`src/verilog/flash_status_protection_regs.vh`:
```
// Constants for the flash status and protection block
//
// Behaviour
// - Suspend flag S15 sets after 75h
// - Resume 7Ah or power cycle clears suspend; a 75h frame ending in the power-cycle clock still sets it
// - Three OTP lock bits S13..S11, default 0
// - Lock bits never clear; area read-only
// - Quad enable S9 selects quad or pause
// - Scheme select picks range or block locks
// - Block locks all set at reset
// - Drive field decodes 100/75/50/25, default 11
// - Reserved bits ignore writes, read zero
// - Top fractions 1/64 to 1/2
// - Bottom fractions from address zero
// - Sector mode protects 4K to 32K
// - Code 000 none, 111 whole array
// - Complement inverts protected region
// - Erase/program touching protection is ignored; with block locks chip erase checks every unit, others only the span's first and last units
// - Falling select starts; first byte opcode
// - Input sampled MSB first, rising clock
// - Rising select ends; reads end anywhere
// - Writes must end on byte boundary
// - While busy only read-status accepted
// - Busy bit S0 during write cycles
// - Write enable latch S1 set/clear
// - Complement bit at S14
`ifndef FLASH_STATUS_PROTECTION_REGS_VH
`define FLASH_STATUS_PROTECTION_REGS_VH

// Opcodes
`define OP_WREN 8'h06
`define OP_WRDI 8'h04
`define OP_WRSR1 8'h01
`define OP_WRSR2 8'h31
`define OP_WRSR3 8'h11
`define OP_RDSR1 8'h05
`define OP_RDSR2 8'h35
`define OP_RDSR3 8'h15
`define OP_PP 8'h02
`define OP_SE4K 8'h20
`define OP_BE32K 8'h52
`define OP_BE64K 8'hd8
`define OP_CE1 8'hc7
`define OP_CE2 8'h60
`define OP_SUSP 8'h75
`define OP_RESM 8'h7a
`define OP_LOCK1 8'h36
`define OP_UNLOCK1 8'h39
`define OP_GLOCK 8'h7e
`define OP_GUNLOCK 8'h98
`define OP_SECPROG 8'h42
`define OP_SECERASE 8'h44

// Bit positions of the 24-bit status word
`define ST_BUSY 0
`define ST_WEL 1
`define ST_BP_LO 2
`define ST_TB 5
`define ST_SEC 6
`define ST_QE 9
`define ST_LB_LO 11
`define ST_CMP 14
`define ST_SUS 15
`define ST_WPS 18
`define ST_DRV_LO 21

// Reset values
`define RST_DRV 2'h3
`define RST_LOCKS 1'h1

// Write cycle length in system clocks
`define BUSY_CYCLES 16'h0100

`endif

```
`src/verilog/flash_status_protection.v`:
```
// Status, configuration and write protection logic of a serial flash
`timescale 1ns/10ps
`include "flash_status_protection_regs.vh"

module flash_status_protection
#(
    parameter BLOCK_LOCKS = 158
)
(
    // System
    input wire i_clk_sys,
    input wire i_srst,
    // Serial link from the host
    input wire i_sel_n,
    input wire i_sclk,
    input wire i_serial_in_pin,
    // Power cycle event, one pulse
    input wire i_power_cycle,
    // Status read back
    output reg [23:0] o_status,
    output reg o_serial_out,
    // Array commit strobes
    output reg o_commit,
    output reg [7:0] o_commit_op,
    output reg [23:0] o_commit_addr,
    output reg o_rejected,
    // Pin mode and drive
    output reg o_pause_enable,
    output reg o_quad_enable,
    output reg [6:0] o_drive_pct
);

    ////////////////////////////////////////////////////////////////////
    // Synchronisers and edges
    reg [2:0] cs_s_q;
    reg [2:0] ck_s_q;
    reg [1:0] di_s_q;
    wire cs_fall = cs_s_q[2] & ~cs_s_q[1];
    wire cs_rise = ~cs_s_q[2] & cs_s_q[1];
    wire ck_rise = ~ck_s_q[2] & ck_s_q[1] & ~cs_s_q[1];
    wire ck_fall = ck_s_q[2] & ~ck_s_q[1] & ~cs_s_q[1];

    always @(posedge i_clk_sys)
    begin
        if (i_srst)
        begin
            cs_s_q <= 3'h7;
            ck_s_q <= 3'h0;
            di_s_q <= 2'h0;
        end
        else
        begin
            cs_s_q <= {cs_s_q[1:0], i_sel_n};
            ck_s_q <= {ck_s_q[1:0], i_sclk};
            di_s_q <= {di_s_q[0], i_serial_in_pin};
        end
    end

    ////////////////////////////////////////////////////////////////////
    // Status bits
    reg busy_q;
    reg wel_q;
    reg [2:0] bp_q;
    reg tb_q;
    reg sec_q;
    reg qe_q;
    reg [2:0] lb_q;
    reg cmp_q;
    reg sus_q;
    reg wps_q;
    reg [1:0] drv_q;
    reg [BLOCK_LOCKS-1:0] lock_q;
    reg [15:0] busy_cnt_q;

    // Reserved positions read as zero
    wire [23:0] status_w = {1'b0, drv_q, 2'h0, wps_q, 2'h0,
        sus_q, cmp_q, lb_q, 1'b0, qe_q, 1'b0,
        1'b0, sec_q, tb_q, bp_q, wel_q, busy_q};

    ////////////////////////////////////////////////////////////////////
    // Shifter
    reg [7:0] op_q;
    reg [23:0] addr_q;
    reg [7:0] data_q;
    reg [7:0] shift_q;
    reg [2:0] bit_q;
    reg [3:0] byte_q;
    reg [23:0] rd_q;
    reg in_frame_q;

    wire [7:0] shift_n = {shift_q[6:0], di_s_q[1]};

    // Map address to a lock bit: 32 sectors in the end blocks, 126 blocks between
    function [7:0] lock_index;
        input [23:0] a;
        begin
            if (a[23:16] == 8'h00)
                lock_index = {4'h0, a[15:12]};
            else if (a[23:16] == 8'hff)
                lock_index = 8'h8e + {4'h0, a[15:12]};
            else
                lock_index = 8'h0f + a[23:16];
        end
    endfunction

    function is_write_op;
        input [7:0] op;
        begin
            is_write_op = (op == `OP_WREN) || (op == `OP_WRDI) || (op == `OP_WRSR1) ||
                (op == `OP_WRSR2) || (op == `OP_WRSR3) || (op == `OP_PP) ||
                (op == `OP_SE4K) || (op == `OP_BE32K) || (op == `OP_BE64K) ||
                (op == `OP_CE1) || (op == `OP_CE2) || (op == `OP_SECPROG) ||
                (op == `OP_SECERASE) || (op == `OP_LOCK1) || (op == `OP_UNLOCK1) ||
                (op == `OP_GLOCK) || (op == `OP_GUNLOCK);
        end
    endfunction

    ////////////////////////////////////////////////////////////////////
    // Span of the addressed unit
    reg [23:0] span_lo;
    reg [23:0] span_hi;
    always @*
    begin
        case (op_q)
            `OP_SE4K: span_lo = {addr_q[23:12], 12'h000};
            `OP_BE32K: span_lo = {addr_q[23:15], 15'h0000};
            `OP_BE64K: span_lo = {addr_q[23:16], 16'h0000};
            `OP_PP: span_lo = {addr_q[23:8], 8'h00};
            default: span_lo = 24'h000000;
        endcase
        case (op_q)
            `OP_SE4K: span_hi = {addr_q[23:12], 12'hfff};
            `OP_BE32K: span_hi = {addr_q[23:15], 15'h7fff};
            `OP_BE64K: span_hi = {addr_q[23:16], 16'hffff};
            `OP_PP: span_hi = {addr_q[23:8], 8'hff};
            default: span_hi = 24'hffffff;
        endcase
    end

    wire range_hit;
    range_protect_check u_range
    (
        .i_bp(bp_q),
        .i_tb(tb_q),
        .i_sec(sec_q),
        .i_cmp(cmp_q),
        .i_lo(span_lo),
        .i_hi(span_hi),
        .o_hit(range_hit)
    );

    // Block lock check: chip erase needs all clear, else lo and hi units
    wire chip_op = (op_q == `OP_CE1) || (op_q == `OP_CE2);
    wire lock_hit = chip_op ? (|lock_q) :
        (lock_q[lock_index(span_lo)] | lock_q[lock_index(span_hi)]);
    wire prot_hit = wps_q ? lock_hit : range_hit;
    wire sec_hit = lb_q[addr_q[13:12] - 2'h1] && (addr_q[13:12] != 2'h0);

    ////////////////////////////////////////////////////////////////////
    // Frame and command execution
    wire end_ok = in_frame_q && cs_rise && (bit_q == 3'h0) && (byte_q != 4'h0);

    always @(posedge i_clk_sys)
    begin
        if (i_srst)
        begin
            busy_q <= 1'b0;
            wel_q <= 1'b0;
            bp_q <= 3'h0;
            tb_q <= 1'b0;
            sec_q <= 1'b0;
            qe_q <= 1'b0;
            lb_q <= 3'h0;
            cmp_q <= 1'b0;
            sus_q <= 1'b0;
            wps_q <= 1'b0;
            drv_q <= `RST_DRV;
            lock_q <= {BLOCK_LOCKS{`RST_LOCKS}};
            busy_cnt_q <= 16'h0000;
            op_q <= 8'h00;
            addr_q <= 24'h000000;
            data_q <= 8'h00;
            shift_q <= 8'h00;
            bit_q <= 3'h0;
            byte_q <= 4'h0;
            rd_q <= 24'h000000;
            in_frame_q <= 1'b0;
            o_commit <= 1'b0;
            o_commit_op <= 8'h00;
            o_commit_addr <= 24'h000000;
            o_rejected <= 1'b0;
            o_serial_out <= 1'b0;
        end
        else
        begin
            o_commit <= 1'b0;
            o_rejected <= 1'b0;
            if (busy_q)
            begin
                busy_cnt_q <= busy_cnt_q - 16'h0001;
                if (busy_cnt_q == 16'h0001)
                    busy_q <= 1'b0;
            end
            if (i_power_cycle)
                sus_q <= 1'b0;
            if (cs_fall)
            begin
                in_frame_q <= 1'b1;
                bit_q <= 3'h0;
                byte_q <= 4'h0;
            end
            else if (cs_rise)
                in_frame_q <= 1'b0;
            if (in_frame_q && ck_rise)
            begin
                shift_q <= shift_n;
                bit_q <= bit_q + 3'h1;
                if (bit_q == 3'h7)
                begin
                    if (byte_q != 4'hf)
                        byte_q <= byte_q + 4'h1;
                    if (byte_q == 4'h0)
                    begin
                        op_q <= shift_n;
                        rd_q <= (shift_n == `OP_RDSR2) ? {status_w[15:8], 16'h0} :
                            (shift_n == `OP_RDSR3) ? {status_w[23:16], 16'h0} :
                            {status_w[7:0], 16'h0};
                    end
                    else if (byte_q < 4'h4)
                        addr_q <= {addr_q[15:0], shift_n};
                    else if (byte_q == 4'h4)
                        data_q <= shift_n;
                    if (byte_q == 4'h1)
                        data_q <= shift_n;
                end
            end
            if (in_frame_q && ck_fall)
            begin
                o_serial_out <= rd_q[23];
                rd_q <= {rd_q[22:0], rd_q[23]};
            end
            // Commands act at frame end; busy blocks all but status read
            if (end_ok && is_write_op(op_q) && !busy_q)
            begin
                case (op_q)
                    `OP_WREN: wel_q <= 1'b1;
                    `OP_WRDI: wel_q <= 1'b0;
                    `OP_WRSR1, `OP_WRSR2, `OP_WRSR3:
                    begin
                        if (wel_q)
                        begin
                            wel_q <= 1'b0;
                            busy_q <= 1'b1;
                            busy_cnt_q <= `BUSY_CYCLES;
                            if (op_q == `OP_WRSR1)
                            begin
                                bp_q <= data_q[4:2];
                                tb_q <= data_q[5];
                                sec_q <= data_q[6];
                            end
                            else if (op_q == `OP_WRSR2)
                            begin
                                qe_q <= data_q[1];
                                lb_q <= lb_q | data_q[5:3];
                                cmp_q <= data_q[6];
                            end
                            else
                            begin
                                wps_q <= data_q[2];
                                drv_q <= data_q[6:5];
                            end
                        end
                    end
                    `OP_LOCK1, `OP_UNLOCK1:
                        if (wel_q && byte_q >= 4'h4)
                        begin
                            lock_q[lock_index(addr_q)] <= (op_q == `OP_LOCK1);
                            wel_q <= 1'b0;
                        end
                    `OP_GLOCK, `OP_GUNLOCK:
                        if (wel_q)
                        begin
                            lock_q <= {BLOCK_LOCKS{op_q == `OP_GLOCK}};
                            wel_q <= 1'b0;
                        end
                    default:
                    begin
                        if (wel_q)
                        begin
                            wel_q <= 1'b0;
                            if (((op_q == `OP_SECPROG || op_q == `OP_SECERASE) && sec_hit)
                                || (op_q != `OP_SECPROG && op_q != `OP_SECERASE && prot_hit))
                                o_rejected <= 1'b1;
                            else
                            begin
                                busy_q <= 1'b1;
                                busy_cnt_q <= `BUSY_CYCLES;
                                o_commit <= 1'b1;
                                o_commit_op <= op_q;
                                o_commit_addr <= addr_q;
                            end
                        end
                    end
                endcase
            end
            else if (in_frame_q && cs_rise && byte_q == 4'h1 && bit_q == 3'h0)
            begin
                if (op_q == `OP_SUSP && !busy_q)
                    sus_q <= 1'b1;
                else if (op_q == `OP_RESM && !busy_q && !i_power_cycle)
                    sus_q <= 1'b0;
            end
        end
    end

    ////////////////////////////////////////////////////////////////////
    // Registered outputs
    always @(posedge i_clk_sys)
    begin
        if (i_srst)
        begin
            o_status <= 24'h000000;
            o_pause_enable <= 1'b1;
            o_quad_enable <= 1'b0;
            o_drive_pct <= 7'h19;
        end
        else
        begin
            o_status <= status_w;
            o_pause_enable <= ~qe_q;
            o_quad_enable <= qe_q;
            case (drv_q)
                2'h0: o_drive_pct <= 7'h64;
                2'h1: o_drive_pct <= 7'h4b;
                2'h2: o_drive_pct <= 7'h32;
                default: o_drive_pct <= 7'h19;
            endcase
        end
    end

endmodule

```
`src/verilog/range_protect_check.v`:
```
// Range protection decode for one address span
`timescale 1ns/10ps
`include "flash_status_protection_regs.vh"

module range_protect_check
(
    // Protection fields
    input wire [2:0] i_bp,
    input wire i_tb,
    input wire i_sec,
    input wire i_cmp,
    // Span to test, inclusive
    input wire [23:0] i_lo,
    input wire [23:0] i_hi,
    // Result
    output reg o_hit
);

    reg [23:0] size;
    reg [23:0] base;
    reg [23:0] last;
    reg none;
    reg all;

    always @*
    begin
        size = 24'h000000;
        none = (i_bp == 3'h0);
        all = (i_bp == 3'h7);
        if (i_sec)
            size = i_bp[2] ? 24'h008000 : (24'h001000 << (i_bp[1:0] - 2'h1));
        else
            size = 24'h040000 << (i_bp - 3'h1);
        base = i_tb ? 24'h000000 : (24'h000000 - size);
        last = base + size - 24'h000001;
        if (none)
            o_hit = 1'b0;
        else if (all)
            o_hit = 1'b1;
        else
            o_hit = (i_lo <= last) && (i_hi >= base);
        // Complement: span is hit if any part lies outside the normal region
        if (i_cmp)
            o_hit = none ? 1'b1 : all ? 1'b0 : !((i_lo >= base) && (i_hi <= last));
    end

endmodule
```
`config.mk`:
```
export PLATFORM = sky130hd
export DESIGN_NAME = flash_status_protection
export DESIGN_NICKNAME = d
export VERILOG_FILES = /design/src/verilog/flash_status_protection.v /design/src/verilog/range_protect_check.v
export VERILOG_INCLUDE_DIRS = /design/src /design/src/verilog
export SDC_FILE = /design/constraint.sdc
export NUM_CORES = 1
export LEC_CHECK = 0
export BUFFER_PORTS_ARGS = -buffer_cell sky130_fd_sc_hd__buf_2
export CAP_MARGIN = 20
export CORE_MARGIN = 2
export CORE_UTILIZATION = 40
export CTS_CLUSTER_SIZE = 24
export DETAILED_ROUTE_END_ITERATION = 12
export HOLD_SLACK_MARGIN = 0.08
export PLACE_DENSITY_LB_ADDON = 0.15
export RECOVER_POWER = 25
export SYNTH_ARGS = -nofsm -noshare
export SYNTH_HDL_FRONTEND = slang
export SYNTH_SLANG_ARGS = --single-unit
```
`constraint.sdc`:
```
create_clock -name i_clk_sys -period 7.08 [get_ports i_clk_sys]
set_input_delay 1.77 -clock i_clk_sys [delete_from_list [all_inputs] [get_ports i_clk_sys]]
set_output_delay 1.77 -clock i_clk_sys [all_outputs]
set_load 0.05 [all_outputs]
```
==> results.json <==
{
  "status": "complete, but fails checks",
  "failed_checks": "capacitance limit, slew limit",
  "synth_flop_cell": "dfxtp_1",
  "rsz0062_at_grt": "no",
  "crit_path_frequent_cell": "ha_1",
  "synth_edf_count": 0,
  "area_growth_pct": 10.0,
  "first_pass_iters": 6,
  "port_buffers": 65,
  "wl_um": 78400,
  "final-setup-viol-count": 0,
  "grt_start_max_net_pins": 114,
  "synth_top_area_cell": "dfxtp_1",
  "p_per_area_nw_per_um2": 164,
  "grt_pass1_vias": 20100,
  "slew_viol_final": 181,
  "netlist_instances": 2946,
  "track_usage_pct": 25.7,
  "cts_buffer_depth": 3,
  "n_antenna_cell": 0,
  "cts.sinks": 333,
  "path_max_fanout": 10,
  "ant_nets": 0,
  "synth_area_leaders": "dfxtp_1 29%, mux2i_1 14%, o21ai_0 7.5%",
  "clock-root-buffer": "clkbuf_16",
  "arrival_ns": 7.15,
  "worstSetupEndpointType": "flop",
  "grt_first_pass_wirelength_um": 120000,
  "cts_buffers": 41,
  "antenna_found_initial": 0,
  "fin_nets": 2981,
  "nFillCells": 5669,
  "routed_via_density": 5.87,
  "dr_total_vias": 21500,
  "synthXorXnorAreaFrac_pct": 1.66,
  "synthMuxAreaShare_pct": 15.0,
  "cp_slowest_cell": "o41ai_2",
  "num_rows": 87,
  "synth_compound_area_share_pct": 17.4,
  "clock_skew_ns": 0.0341,
  "syn_area_um2": 22600,
  "final-hold-violation-count": 0,
  "io_pins": 74,
  "die_height_um": 242,
  "yosys-top-cells-count": "394 x nand2_1, 340 x o21ai_0, 333 x dfxtp_1, 315 x mux2i_1, 277 x nor2_1",
  "cts_tree": "built",
  "multiInputGateArea_um2": 14700,
  "p_leak_nw": 10.1,
  "yosys.cell_count.top_type": "nand2_1",
  "dieArea_um2": 58500,
  "tightest_slew_ns": 2.90,
  "fin_crit_ns": 6.66,
  "synth_top_area_share_pct": 29.5,
  "min_period_over_period_pct": 94.1,
  "cts_max_level": 2,
  "clkTransAtPathRegs_ns": 0.06,
  "regArea_um2": 6670,
  "worst-setup-path-type": "flop to flop",
  "min_path_type": "flop to flop",
  "worstPathRequired_ns": 7.57,
  "grt-ovfl-total": 0,
  "yosysWarnings": 0,
  "hpwl_um": 52100,
  "start_kind": "flop",
  "coreArea_um2": 56200,
  "final_cell_area_um2": 24900,
  "synth_top_family_by_area": "simple AND/OR/NAND/NOR gates",
  "drive_gt1_share_pct": 9.09,
  "drc": 0,
  "initial_utilization_pct": 40.3,
  "clk_latency_ns": 0.58,
  "utilization_pct": 44.3,
  "tns_ns": 0,
  "cp_slowest_stage_delay_ns": 0.49,
  "dpl_cell_area_um2": 23400,
  "drtIter0Drc": 2313,
  "max_slew_margin_pct": -93.4,
  "maxCapViolations": 3,
  "wire_per_inst_um": 21.4,
  "synthSimpleGateAreaFrac_pct": 25.2,
  "die_w_um": 242,
  "ys_ff_latch": 333,
  "vdd.ir_drop.worst_mv": 0.170,
  "yosys.area_share.adder_pct": 5.04,
  "clock.fmax_mhz": 150,
  "finalPower_mw": 4.07,
  "synthArstFlopShare_pct": 0,
  "syn_avg_cell_area_um2": 7.68,
  "yosysUniqueCellTypes": 99,
  "synth_seq_area_share_pct": 29.5,
  "place.gp.congestion": 0.963
}
## path summary, 6_finish.rpt
path              cells after the start  slack (ns)      start           endpoint
setup / recovery                     30        0.42    bp_q[1]  o_commit_addr[17]
hold / removal                        1        0.41  cs_s_q[0]          cs_s_q[1]
setup reg to reg                     30        0.42    bp_q[1]  o_commit_addr[17]
hold reg to reg                       1        0.41  cs_s_q[0]          cs_s_q[1]
## worst max-delay path, delay by kind of cell (launching register included)
kind	cells	cell delay, ns
xor+xnor	2	0.24
flops	1	0.38
simple gates	6	1.22
compound gates	14	2.82
mux	1	0.18
fa+ha+maj	4	1.21
buf+inv	3	0.52
## sequential cells by signal, summed over array words and instances (netlist names), 6 cells and up
name           cells
addr_q            24
busy_cnt_q        16
data_q             6
lock_q           158
o_commit_addr     24
o_commit_op        8
o_drive_pct        6
o_status          16
op_q               8
rd_q              24
shift_q            7
## area by class of cell
class	count	share of cell area, %
multi-input cells	2306	58.9
flip-flops and latches	333	26.8
clock inverters	13	0.699
clock buffers	59	4.76
inverters	64	0.965
well taps	756	3.80
repair buffers	140	4.06
## metrics by stage
| step | worst slack, ns | std cells | hold slack (ns) |
|---|---|---|---|
| after global placement | 0.167 | 3589 | 0.398 |
| after floorplan | 0.742 | 2953 | 0.389 |
| after detailed placement | 0.00274 | 3591 | 0.401 |
| final | 0.416 | 3671 | 0.411 |
| after global routing | 0.00131 | 3671 | 0.436 |
| after CTS | 0.112 | 3663 | 0.415 |
## where the power goes
part	switching (mW)	internal (mW)
sequential	0.00120	1.88
clock	0.887	1.25
combinational	0.0445	0.0154
total	0.933	3.14
## routing by layer
metal	vias up	GRT usage, %	part of all wire, %
met3	149	4.42	7.3
met5	-	0	0
met1	10400	36.3	46
met2	773	39.5	44
li1	10200	-	-
met4	0	8.71	3.1
## what timing repair did
item / 4_1_cts / 5_1_grt
gates cloned: 0 / 3
pin swaps: 1 / 4
setup endpoints to repair: 11 / 48
resized for setup: 0 / 18
hold buffers: 0 / 0
buffers inserted: 0 / 3
## cell usage in the layout (no fill, tap or decap), drive strengths merged, types with 12 or more instances in the layout
master / count
a31oi: 14
and2: 31
nand2: 395
and3: 12
o21a: 13
xnor2: 19
xor2: 23
mux2i: 315
a21oi: 118
nor3: 35
or3: 19
or2: 13
nand4: 31
o211ai: 12
clkbuf: 79
buf: 120
mux2: 12
or4: 12
inv: 65
nand3: 75
nor2: 279
a211oi: 32
nor4: 61
nor2b: 40
o21ai: 353
dfxtp: 333
ha: 88
nand2b: 156
## cells by family (layout without fill, tap and decap cells)
kind of cell | count (synthesis) | in the layout
fa+ha+maj | 91 | 91
buf+inv | 314 | 276
flops | 333 | 333
other cells | 1 | 8
mux | 332 | 332
xor+xnor | 42 | 42
simple gates | 1181 | 1181
compound gates | 652 | 652
No activity file was read; power rests on OpenSTA's default activity.
